===== src/include/gpx_pkg.sv =====
`default_nettype none
package gpx_pkg;
    // Port shape
    localparam int          NPIN      = 8;
    localparam int          NVEC      = 7;
    localparam int          VEC_W     = 3;
    localparam logic [2:0]  VEC_NONE  = 3'h7;

    // Default pin to vector map, three bits per pin, pin 0 lowest
    localparam logic [23:0] PIN_VEC_DFLT = 24'hfac688;

    // APB register map, byte addresses
    localparam int          ADDR_W    = 8;
    localparam logic [7:0]  OFS_DATA  = 8'h00;
    localparam logic [7:0]  OFS_DIR   = 8'h04;
    localparam logic [7:0]  OFS_OPT   = 8'h08;
    localparam logic [7:0]  OFS_SENSE = 8'h0c;

    // Reset values
    localparam logic [7:0]  RST_DATA  = 8'hff;
    localparam logic [7:0]  RST_DIR   = 8'h00;
    localparam logic [7:0]  RST_OPT   = 8'h00;
    localparam logic [6:0]  RST_SENSE = 7'h00;
    localparam logic [7:0]  RST_CAP   = 8'hff;

    // Edge sense field encoding, one bit per vector
    localparam logic        SENSE_FALL = 1'b0;
    localparam logic        SENSE_RISE = 1'b1;
endpackage
`default_nettype wire


===== src/design/gpx_port.sv =====
// What this block does
// - Eight pins, each independently an input or an output.
// - Bit x of latch, direction and option registers belongs to pin x.
// - Direction zero makes an input; latch read returns the live pin level.
// - Latch writes in input mode store the value, the pin stays input.
// - Option bit picks floating or pull-up for an input.
// - Direction/option: 00 floating, 01 pull-up, 10 open-drain, 11 push-pull.
// - Option set on an input with interrupt capability raises its vector on edges.
// - Software picks falling or rising edge per vector in edge sense control.
// - Up to seven vectors; several pins may share one.
// - Pins sharing a vector are ANDed, so one low pin masks others.
// - Vector fetch clears the pending latch; no software flag exists.
// - Changing a vector's sense bit discards its pending request.
// - Direction one drives the latch; latch read returns the stored value.
// - Push-pull drives 0 and 1; open-drain drives 0, floats for 1.
// - Peripheral output enable overrides direction and data, driving the pin.
// - Input pin with alternate output: latch read returns the alternate value.
// - Output pin with alternate input: peripheral sees the latch content.
// - Floating input routes the pin to the peripheral input.
// - Request is passed on only when configured and global mask clear.
// - Idle modes leave port state; any pending request wakes the device.
`timescale 1ns/1ps
`default_nettype none
module gpx_port #(
    parameter int          NPIN    = gpx_pkg::NPIN,
    parameter int          NVEC    = gpx_pkg::NVEC,
    parameter logic [23:0] PIN_VEC = gpx_pkg::PIN_VEC_DFLT,
    parameter logic [7:0]  IRQ_CAP = gpx_pkg::RST_CAP
) (
    input  wire logic                      mclk,
    input  wire logic                      rst_n,
    input  wire logic [gpx_pkg::ADDR_W-1:0] paddr,
    input  wire logic                      psel,
    input  wire logic                      penable,
    input  wire logic                      pwrite,
    input  wire logic [31:0]               pwdata,
    input  wire logic [3:0]                pstrb,
    output logic      [31:0]               prdata,
    output logic                           pready,
    output logic                           pslverr,
    input  wire logic [7:0]                pin_in,
    output logic      [7:0]                pin_out,
    output logic      [7:0]                pin_oe_n,
    output logic      [7:0]                pin_pullup,
    input  wire logic [7:0]                alt_out_en,
    input  wire logic [7:0]                alt_out_val,
    output logic      [7:0]                alt_in_val,
    input  wire logic                      cc_int_mask,
    input  wire logic [6:0]                vec_fetch,
    output logic      [6:0]                irq_req,
    output logic                           wake_req
);
    // Registers
    logic [7:0] pin_data_latch_r;
    logic [7:0] pin_direction_bit_r;
    logic [7:0] pin_option_bit_r;
    logic [6:0] edge_sense_control_r;
    logic [6:0] pend_r;
    logic [6:0] pend_nxt;
    logic [6:0] lvl_prev_r;
    logic [31:0] prdata_nxt;

    // Pin levels after two flip-flops
    logic [7:0] pin_sync;

    gpx_sync2 #(
        .WIDTH   (8),
        .RST_VAL (8'hff)
    ) u_sync (
        .mclk     (mclk),
        .rst_n    (rst_n),
        .async_in (pin_in),
        .sync_out (pin_sync)
    );

    // Bus decode
    wire        bus_setup  = psel && !penable;
    wire        bus_done   = psel && penable && pready;
    wire        bus_wr     = bus_done && pwrite && pstrb[0];
    wire        hit_data   = (paddr == gpx_pkg::OFS_DATA);
    wire        hit_dir    = (paddr == gpx_pkg::OFS_DIR);
    wire        hit_opt    = (paddr == gpx_pkg::OFS_OPT);
    wire        hit_sense  = (paddr == gpx_pkg::OFS_SENSE);
    wire        hit_any    = hit_data | hit_dir | hit_opt | hit_sense;
    wire        wr_data    = bus_wr && hit_data;
    wire        wr_dir     = bus_wr && hit_dir;
    wire        wr_opt     = bus_wr && hit_opt;
    wire        wr_sense   = bus_wr && hit_sense;
    wire [6:0]  sense_chg  = wr_sense ? (pwdata[6:0] ^ edge_sense_control_r) : 7'h00;

    // Per pin view
    wire [7:0]  is_out     = pin_direction_bit_r;
    wire [7:0]  drv_low    = is_out & ~pin_option_bit_r;
    // Per bit choice: a peripheral drives only the pins it has enabled
    wire [7:0]  pad_read   = (alt_out_en & alt_out_val) | (~alt_out_en & pin_sync);
    wire [7:0]  latch_view = (is_out & ~alt_out_en & pin_data_latch_r)
                           | (~(is_out & ~alt_out_en) & pad_read);
    wire [7:0]  pad_val    = (alt_out_en & alt_out_val)
                           | (~alt_out_en & pin_data_latch_r);
    wire [7:0]  pad_drive  = alt_out_en
                           | (is_out & (pin_option_bit_r | ~pin_data_latch_r));
    wire [7:0]  pull_on    = ~is_out & pin_option_bit_r & ~alt_out_en;
    wire [7:0]  alt_in_nxt = (is_out & pin_data_latch_r) | (~is_out & pin_sync);
    wire [7:0]  pin_irq_en = ~is_out & pin_option_bit_r & IRQ_CAP & ~alt_out_en;

    // Vector level combine and edge detection
    wire [6:0]  vec_lvl;
    wire [6:0]  vec_edge;

    genvar v, p;
    generate
        for (v = 0; v < NVEC; v++) begin : g_vec
            wire [7:0] memb;
            for (p = 0; p < NPIN; p++) begin : g_memb
                assign memb[p] = pin_irq_en[p]
                               && (PIN_VEC[p*gpx_pkg::VEC_W +: gpx_pkg::VEC_W] == 3'(v));
            end
            assign vec_lvl[v]  = &(pin_sync | ~memb);
            assign vec_edge[v] = (edge_sense_control_r[v] == gpx_pkg::SENSE_RISE)
                               ? (vec_lvl[v] && !lvl_prev_r[v])
                               : (!vec_lvl[v] && lvl_prev_r[v]);
            // Sense change wins; a new edge wins over a fetch
            assign pend_nxt[v] = sense_chg[v] ? 1'b0
                               : (vec_edge[v] || (pend_r[v] && !vec_fetch[v]));
        end
    endgenerate

    always_comb begin
        prdata_nxt = 32'h0000_0000;
        if (hit_data) begin
            prdata_nxt[7:0] = latch_view;
        end else if (hit_dir) begin
            prdata_nxt[7:0] = pin_direction_bit_r;
        end else if (hit_opt) begin
            prdata_nxt[7:0] = pin_option_bit_r;
        end else if (hit_sense) begin
            prdata_nxt[6:0] = edge_sense_control_r;
        end
    end

    // Bus answer, no wait states
    always_ff @(posedge mclk) begin
        if (!rst_n) begin
            pready  <= 1'b0;
            pslverr <= 1'b0;
            prdata  <= 32'h0000_0000;
        end else begin
            pready  <= bus_setup;
            pslverr <= bus_setup && !hit_any;
            if (bus_setup && !pwrite) begin
                prdata <= prdata_nxt;
            end
        end
    end

    // Software registers
    always_ff @(posedge mclk) begin
        if (!rst_n) begin
            pin_data_latch_r     <= gpx_pkg::RST_DATA;
            pin_direction_bit_r  <= gpx_pkg::RST_DIR;
            pin_option_bit_r     <= gpx_pkg::RST_OPT;
            edge_sense_control_r <= gpx_pkg::RST_SENSE;
        end else begin
            if (wr_data) begin
                pin_data_latch_r <= pwdata[7:0];
            end
            if (wr_dir) begin
                pin_direction_bit_r <= pwdata[7:0];
            end
            if (wr_opt) begin
                pin_option_bit_r <= pwdata[7:0];
            end
            if (wr_sense) begin
                edge_sense_control_r <= pwdata[6:0];
            end
        end
    end

    // Request latches and previous levels
    always_ff @(posedge mclk) begin
        if (!rst_n) begin
            pend_r     <= 7'h00;
            lvl_prev_r <= 7'h7f;
        end else begin
            pend_r     <= pend_nxt;
            lvl_prev_r <= vec_lvl;
        end
    end

    // Registered pad and CPU side outputs
    always_ff @(posedge mclk) begin
        if (!rst_n) begin
            pin_out    <= 8'hff;
            pin_oe_n   <= 8'hff;
            pin_pullup <= 8'h00;
            alt_in_val <= 8'hff;
            irq_req    <= 7'h00;
            wake_req   <= 1'b0;
        end else begin
            pin_out    <= pad_val;
            pin_oe_n   <= ~pad_drive;
            pin_pullup <= pull_on;
            alt_in_val <= alt_in_nxt;
            irq_req    <= cc_int_mask ? 7'h00 : pend_r;
            wake_req   <= |pend_r;
        end
    end
endmodule // gpx_port
`default_nettype wire


===== src/design/gpx_sync2.sv =====
`timescale 1ns/1ps
`default_nettype none
module gpx_sync2 #(
    parameter int          WIDTH = 8,
    parameter logic [WIDTH-1:0] RST_VAL = '0
) (
    input  wire logic              mclk,
    input  wire logic              rst_n,
    input  wire logic [WIDTH-1:0]  async_in,
    output logic      [WIDTH-1:0]  sync_out
);
    logic [WIDTH-1:0] meta_r;

    // First stage feeds only the second stage
    always_ff @(posedge mclk) begin
        if (!rst_n) begin
            meta_r   <= RST_VAL;
            sync_out <= RST_VAL;
        end else begin
            meta_r   <= async_in;
            sync_out <= meta_r;
        end
    end
endmodule // gpx_sync2
`default_nettype wire


===== config.mk =====
export PLATFORM = sky130hd
export DESIGN_NAME = gpx_port
export DESIGN_NICKNAME = d
export VERILOG_FILES = /design/src/include/gpx_pkg.sv /design/src/design/gpx_port.sv /design/src/design/gpx_sync2.sv
export SDC_FILE = /design/constraint.sdc
export NUM_CORES = 1
export LEC_CHECK = 0
export CAP_MARGIN = 20
export CORE_MARGIN = 4
export CORE_UTILIZATION = 55
export DETAILED_ROUTE_END_ITERATION = 10
export DONT_BUFFER_PORTS = 1
export PLACE_DENSITY = 0.75
export SLEW_MARGIN = 15
export SYNTH_ARGS = -nofsm -noshare
export SYNTH_HDL_FRONTEND = slang
export SYNTH_SLANG_ARGS = --single-unit

===== constraint.sdc =====
create_clock -name mclk -period 3.98 [get_ports mclk]
set_clock_uncertainty 0.15 [all_clocks]
set_input_delay 0 -clock mclk [delete_from_list [all_inputs] [get_ports mclk]]
set_output_delay 0 -clock mclk [all_outputs]
set_load 0.005 [all_outputs]

* Word-level counts from Yosys, hierarchy flattened
Cells that the tools add are included.
** Storage, ports and cells
- Input bits :: 81
- Register bits :: 111
- Output and inout bits :: 74
- Word-level logic and storage cells :: 160
** Cells by class
- Equal/unequal tests :: 3
- Bitwise operators :: 41
- Muxes and demuxes :: 13
- Reductions and logical operators :: 80
** Operator list (count)
- $or 8x8->8 :: 13
- $and 8x8->8 :: 11
- $reduce_and 8->1 :: 7
- $not 8->8 :: 5
- $logic_and 1x1->1 :: 32
- $logic_not 1->1 :: 24
- $mux 7 :: 3
- $eq 8x4->1 const B :: 2
- $mux 8 :: 2
- $reduce_or 2->1 :: 8
- $eq 8x3->1 const B :: 1
- $logic_not 8->1 :: 1
- $mux 1 :: 8
- $not 1->8 :: 1
- $not 2->8 :: 1
- $not 3->8 :: 1
- $not 4->8 :: 1
- $not 5->8 :: 1
- $not 6->8 :: 1
- $not 7->8 :: 1
- $logic_or 1x1->1 :: 7
- $reduce_or 7->1 :: 1
- $xor 7x7->7 :: 1
- $or 1x1->1 :: 3
- $not 1->1 :: 1

* Logic depth before layout (Yosys ltp)
- Depth in word-level cells :: 10
- Depth in mapped cells :: 6
- Gate-level depth less buffers :: 4

* Hierarchy
Synthesis repeated with hierarchy kept, for this count alone.
** Second synthesis, totals
- Cell total of the unflattened synthesis :: 459
- Area total of the unflattened synthesis :: 4521.8 µm²
** Modules (own cells, without submodules)
- gpx_port :: cells an instance 426, instances 1, area each 4090.2 µm², seq. area each 1901.8 µm²
- gpx_sync2 :: cells an instance 33, instances 1, area each 431.7 µm², seq. area each 320.3 µm²

* Worst setup path after synthesis
Ideal clock, no wire load.
- Path type :: input port to flip-flop
- From :: input paddr[5] (netlist name)
- To :: register pin_option_bit_r[0]
- Path slack :: 2.050 ns
- Stages :: 5
- Path buffers :: 1
- Arrival time :: 1.708 ns
- Library setup time :: 0.072 ns
- Required time :: 3.758 ns
- Cells stage by stage :: or4_4 -> buf_6 -> or2_4 -> nor4_4 -> mux2i_1
** On the way
- Longest elaborated chain between the ends :: 2
** Ends and longest elaborated chain
- from (decl) :: line gpx_port.sv:32 : input wire logic [gpx_pkg::ADDR_W-1:0] paddr,
- $eq 8x4->1 :: line gpx_port.sv:82 : wire hit_opt = (paddr == gpx_pkg::OFS_OPT);
- $logic_and 1x1->1 :: line gpx_port.sv:87 : wire wr_opt = bus_wr && hit_opt;
- to (signal assigned) :: line gpx_port.sv:161 : pin_option_bit_r <= gpx_pkg::RST_OPT;
- to (signal assigned) :: line gpx_port.sv:171 : pin_option_bit_r <= pwdata[7:0];
- to (decl) :: line gpx_port.sv:56 : logic [7:0] pin_option_bit_r;
No other way between the ends.
A chain may end at the register's enable or synchronous reset.

* Final worst setup path
- From :: input paddr[4] (netlist name)
- To :: register edge_sense_control_r[0]
** On the way
- Longest elaborated chain between the ends :: 2
** Ends and longest elaborated chain
- $eq 8x4->1 :: line gpx_port.sv:83 : wire hit_sense = (paddr == gpx_pkg::OFS_SENSE);
- $logic_and 1x1->1 :: line gpx_port.sv:88 : wire wr_sense = bus_wr && hit_sense;
- to (signal assigned) :: line gpx_port.sv:162 : edge_sense_control_r <= gpx_pkg::RST_SENSE;
- to (signal assigned) :: line gpx_port.sv:174 : edge_sense_control_r <= pwdata[6:0];
- to (decl) :: line gpx_port.sv:57 : logic [6:0] edge_sense_control_r;
No other way between the ends.

==> metrics.txt <==
Synth Area in Compound Gates 0.107; Synth Area in Adders 0; fin nets 621; Fill cells 656; worst vdd ir 0.000216 V; post-synthesis cell count 471; DRT Pass-1 Iters 4; clk buf depth 2; Worst Hold Margin 0.0758 ns; Sw Ratio 0.235; Worst R2R Setup Slack 1.16 ns; CTS Root Cell clkbuf_8; Synth Area in Simple Gates 0.243; critical-path maximum fanout 8; Layout area overhead 20.8%; Ys Warns 0; final WL 11.3 mm; status complete, no violations; RSZ-0062 raised after global routing false; DIE AREA 0.00985 mm^2; area leader, netlist dfxtp_1; Top Usage Layer GRT met2; R2R Path End edge_sense_control_r[0]; largest net degree at the start of global routing 110; hold endpoint is_out[1]; # DRC 0; die width 99.2 um; Crit path top cell by count dlygate4sd3_1; post-synthesis mux area share 0.0852; internal power 0.00146 W; Cell Area, Synth 0.00458 mm^2; largest family of logic cells by synthesized area simple AND/OR/NAND/NOR gates; Crit Path Category input pin to flip-flop; Core Area 0.00818 mm^2; worst hold path cell count 4; r2r startpoint pready; vias per cell 5.42; Combinational Power Share 0.071; met3 Usage GRT 0.0554; Least-Margin Pin Slew 0.914 ns; pwr dens 345 mW/mm^2; Slowest cell on crit path dlygate4sd3_1; grt met2 use 0.404; DR iter-0 viols 113; Initial Util 0.560; area share of the largest cell type after synthesis 0.485; post-CTS sizing 0; minimum clock period 3.50 ns; Max Cap Viol 0; Sequential Power Share 0.599; post-synthesis sequential area ratio 0.485; Placer Congestion 0.795; global-route wire length before repair 18.1 mm; crit-path cells dlygate4sd3_1, or4_4, dlygate4sd3_1, nor4_4, dlygate4sd3_1, mux2i_1, nor2b_1; Psw 0.000449 W; slowest stage delay, CP 1.02 ns; Worst-path clk slew 0.10 ns; Yosys cell types 40; Slew headroom 0.386; cell count of the worst reg-to-reg path 5; XOR/XNOR Fraction of Synth Area 0.0134; TNS Setup 0 ns; CTS tree done; GR Util met1 0.285; Num CTS Buffers 9; antenna violations before repair 2; fin crit share 0.880; Tot GR Track Use 0.237; leakage power 2.05 nW; flops & latches, synth 111; Hold Fails Final Rpt 0; global route overflow 0; Clk pwr share 0.330; # diodes 0; worst hold path class input pin to flip-flop; Buffers on Ports 0; drt wl/cell 17.5 um; # IOs 155; share of layout cells above drive strength 1 0.0478; Worst EP required 4.10 ns; vias 3516; critical path launch point type input pin; setup violators final 0; clk_lat worst skew 0.36 ns; maximum clock rate 285 MHz; dpl hpwl 6.50 mm; row count 33; commonest non-fill, non-tap cell in the layout dfxtp_1; Die Y 99.2 um; clock sink total 111; hold path startpoint paddr[0]; CP Data Arrival Time 3.62 ns; Final Max Tran Viols 0; Avg Cell Area, Syn 9.72 um^2; vias in the first global route 3539; Final ANT Viol Nets 0; CTS H-tree depth 3; leading cell types in the layout, fill and taps excluded dfxtp_1, dlygate4sd3_1, nand2_1; Synth area leaders dfxtp_1, mux2i_1, nor2b_1; crit path capture type flip-flop
==> stage by stage <==
step | area, um^2 | cells | total power, W | setup WS [ns] | utilization
2_1_floorplan | 4670 | 494 | 0.00124 | 2.05 | -
3_3_place_gp | 4540 | 555 | 0.00122 | 1.86 | 0.555
3_5_place_dp | 4540 | 555 | 0.00122 | 1.80 | 0.555
4_1_cts | 5530 | 649 | 0.00191 | 0.532 | 0.677
5_1_grt | 5530 | 649 | 0.00198 | 0.385 | 0.677
6_report | 5530 | 649 | 0.00191 | 0.477 | 0.677
==> how the worst max path moves through the flow <==
stage          startpoint                       to  slack (ns)  cells after the start
2_1_floorplan    paddr[5]      pin_option_bit_r[0]        2.05                      5
3_3_place_gp     paddr[5]      pin_option_bit_r[4]        1.86                      4
3_5_place_dp     paddr[5]      pin_option_bit_r[2]        1.80                      4
4_1_cts          paddr[4]  edge_sense_control_r[3]        0.53                      7
5_1_grt          paddr[4]  edge_sense_control_r[4]        0.38                      7
6_report         paddr[4]  edge_sense_control_r[0]        0.48                      7
==> registers in the layout (all words and copies together), names as in the netlist <==
name and cells:
pin_out 8, lvl_prev_r 7, pin_option_bit_r 8, prdata 8
pin_oe_n 8, is_out 8, irq_req 7, alt_in_val 8
pin_pullup 8, pslverr 1, pend_r 7, wake_req 1
edge_sense_control_r 7, pready 1, u_sync.sync_out 8, pin_data_latch_r 8
u_sync.meta_r 8
==> synth_stat cells <==
library cell  number
and4bb_2           1
o311a_1            7
buf_6              1
nand2_1           62
mux2i_1           39
a21oi_1            1
buf_1              3
dfxtp_1          111
buf_4             24
nor4_1             1
o2111ai_1          1
and2_2             1
nand3b_1           8
nand3_1            1
clkbuf_1          15
or4_1              1
o21ai_0           24
and3b_1            1
nand4b_1           1
or2_2              1
and2_1             7
nor3_1             1
nor2b_1           38
or4bb_1            1
inv_1              8
nand4_1            1
buf_2              2
nand2b_1          19
conb_1             1
nor2_1            16
a21boi_0          10
o211ai_1           7
a211oi_1          14
nor3b_1            8
o21a_1             7
nor4_4             3
nor4b_1           15
xor2_1             7
or4_4              1
or2_4              1
==> critical path: cells and delay by family <==
family | cells | cell delay [ns]
multiplexers | 1 | 0.27
AND/OR/NAND/NOR | 3 | 1.16
buffers and inverters | 3 | 2.19
==> layout make-up <==
class | instances | area, um^2 | area share
Clock buffer | 11 | 151 | 0.0274
Clock inverter | 4 | 31.3 | 0.00565
Inverter | 8 | 30.0 | 0.00543
Multi-Input combinational cell | 330 | 2150 | 0.389
Sequential cell | 111 | 2220 | 0.402
Tap cell | 105 | 131 | 0.0238
Timing Repair Buffer | 80 | 816 | 0.147
==> cell families after synthesis <==
| logic type | Yosys count |
|---|---|
| and+or+nand+nor | 189 |
| DFF | 111 |
| AOI/OAI and AO/OA | 71 |
| buffers and inverters | 53 |
| muxes | 39 |
| xor gates and xnor gates | 7 |
| other | 1 |
==> power by group through the flow <==
stage	logic (W)	clock network [W]	registers, W
finish	0.000135	0.000630	0.00114
global route	0.000148	0.000688	0.00114
CTS	0.000131	0.000640	0.00114
detailed placement	0.0000539	0	0.00117
global placement	0.0000525	0	0.00117
floorplan	0.0000800	0	0.00116
==> per-layer routing <==
layer | up-vias | routed length (um)
met3 | 27 | 967
met1 | 1653 | 4410
li1 | 1700 | -
met5 | - | 13
met4 | 2 | 285
met2 | 134 | 5660
==> timing repair <==
| action | 4_1_cts | 5_1_grt |
|---|---|---|
| setup buffers | 0 | 0 |
| hold buffers | 79 | 0 |
| endpoints found under the setup margin | 0 | 0 |
| hold endpoints to repair | 111 | 0 |
Power figures use the tool's default switching activity.
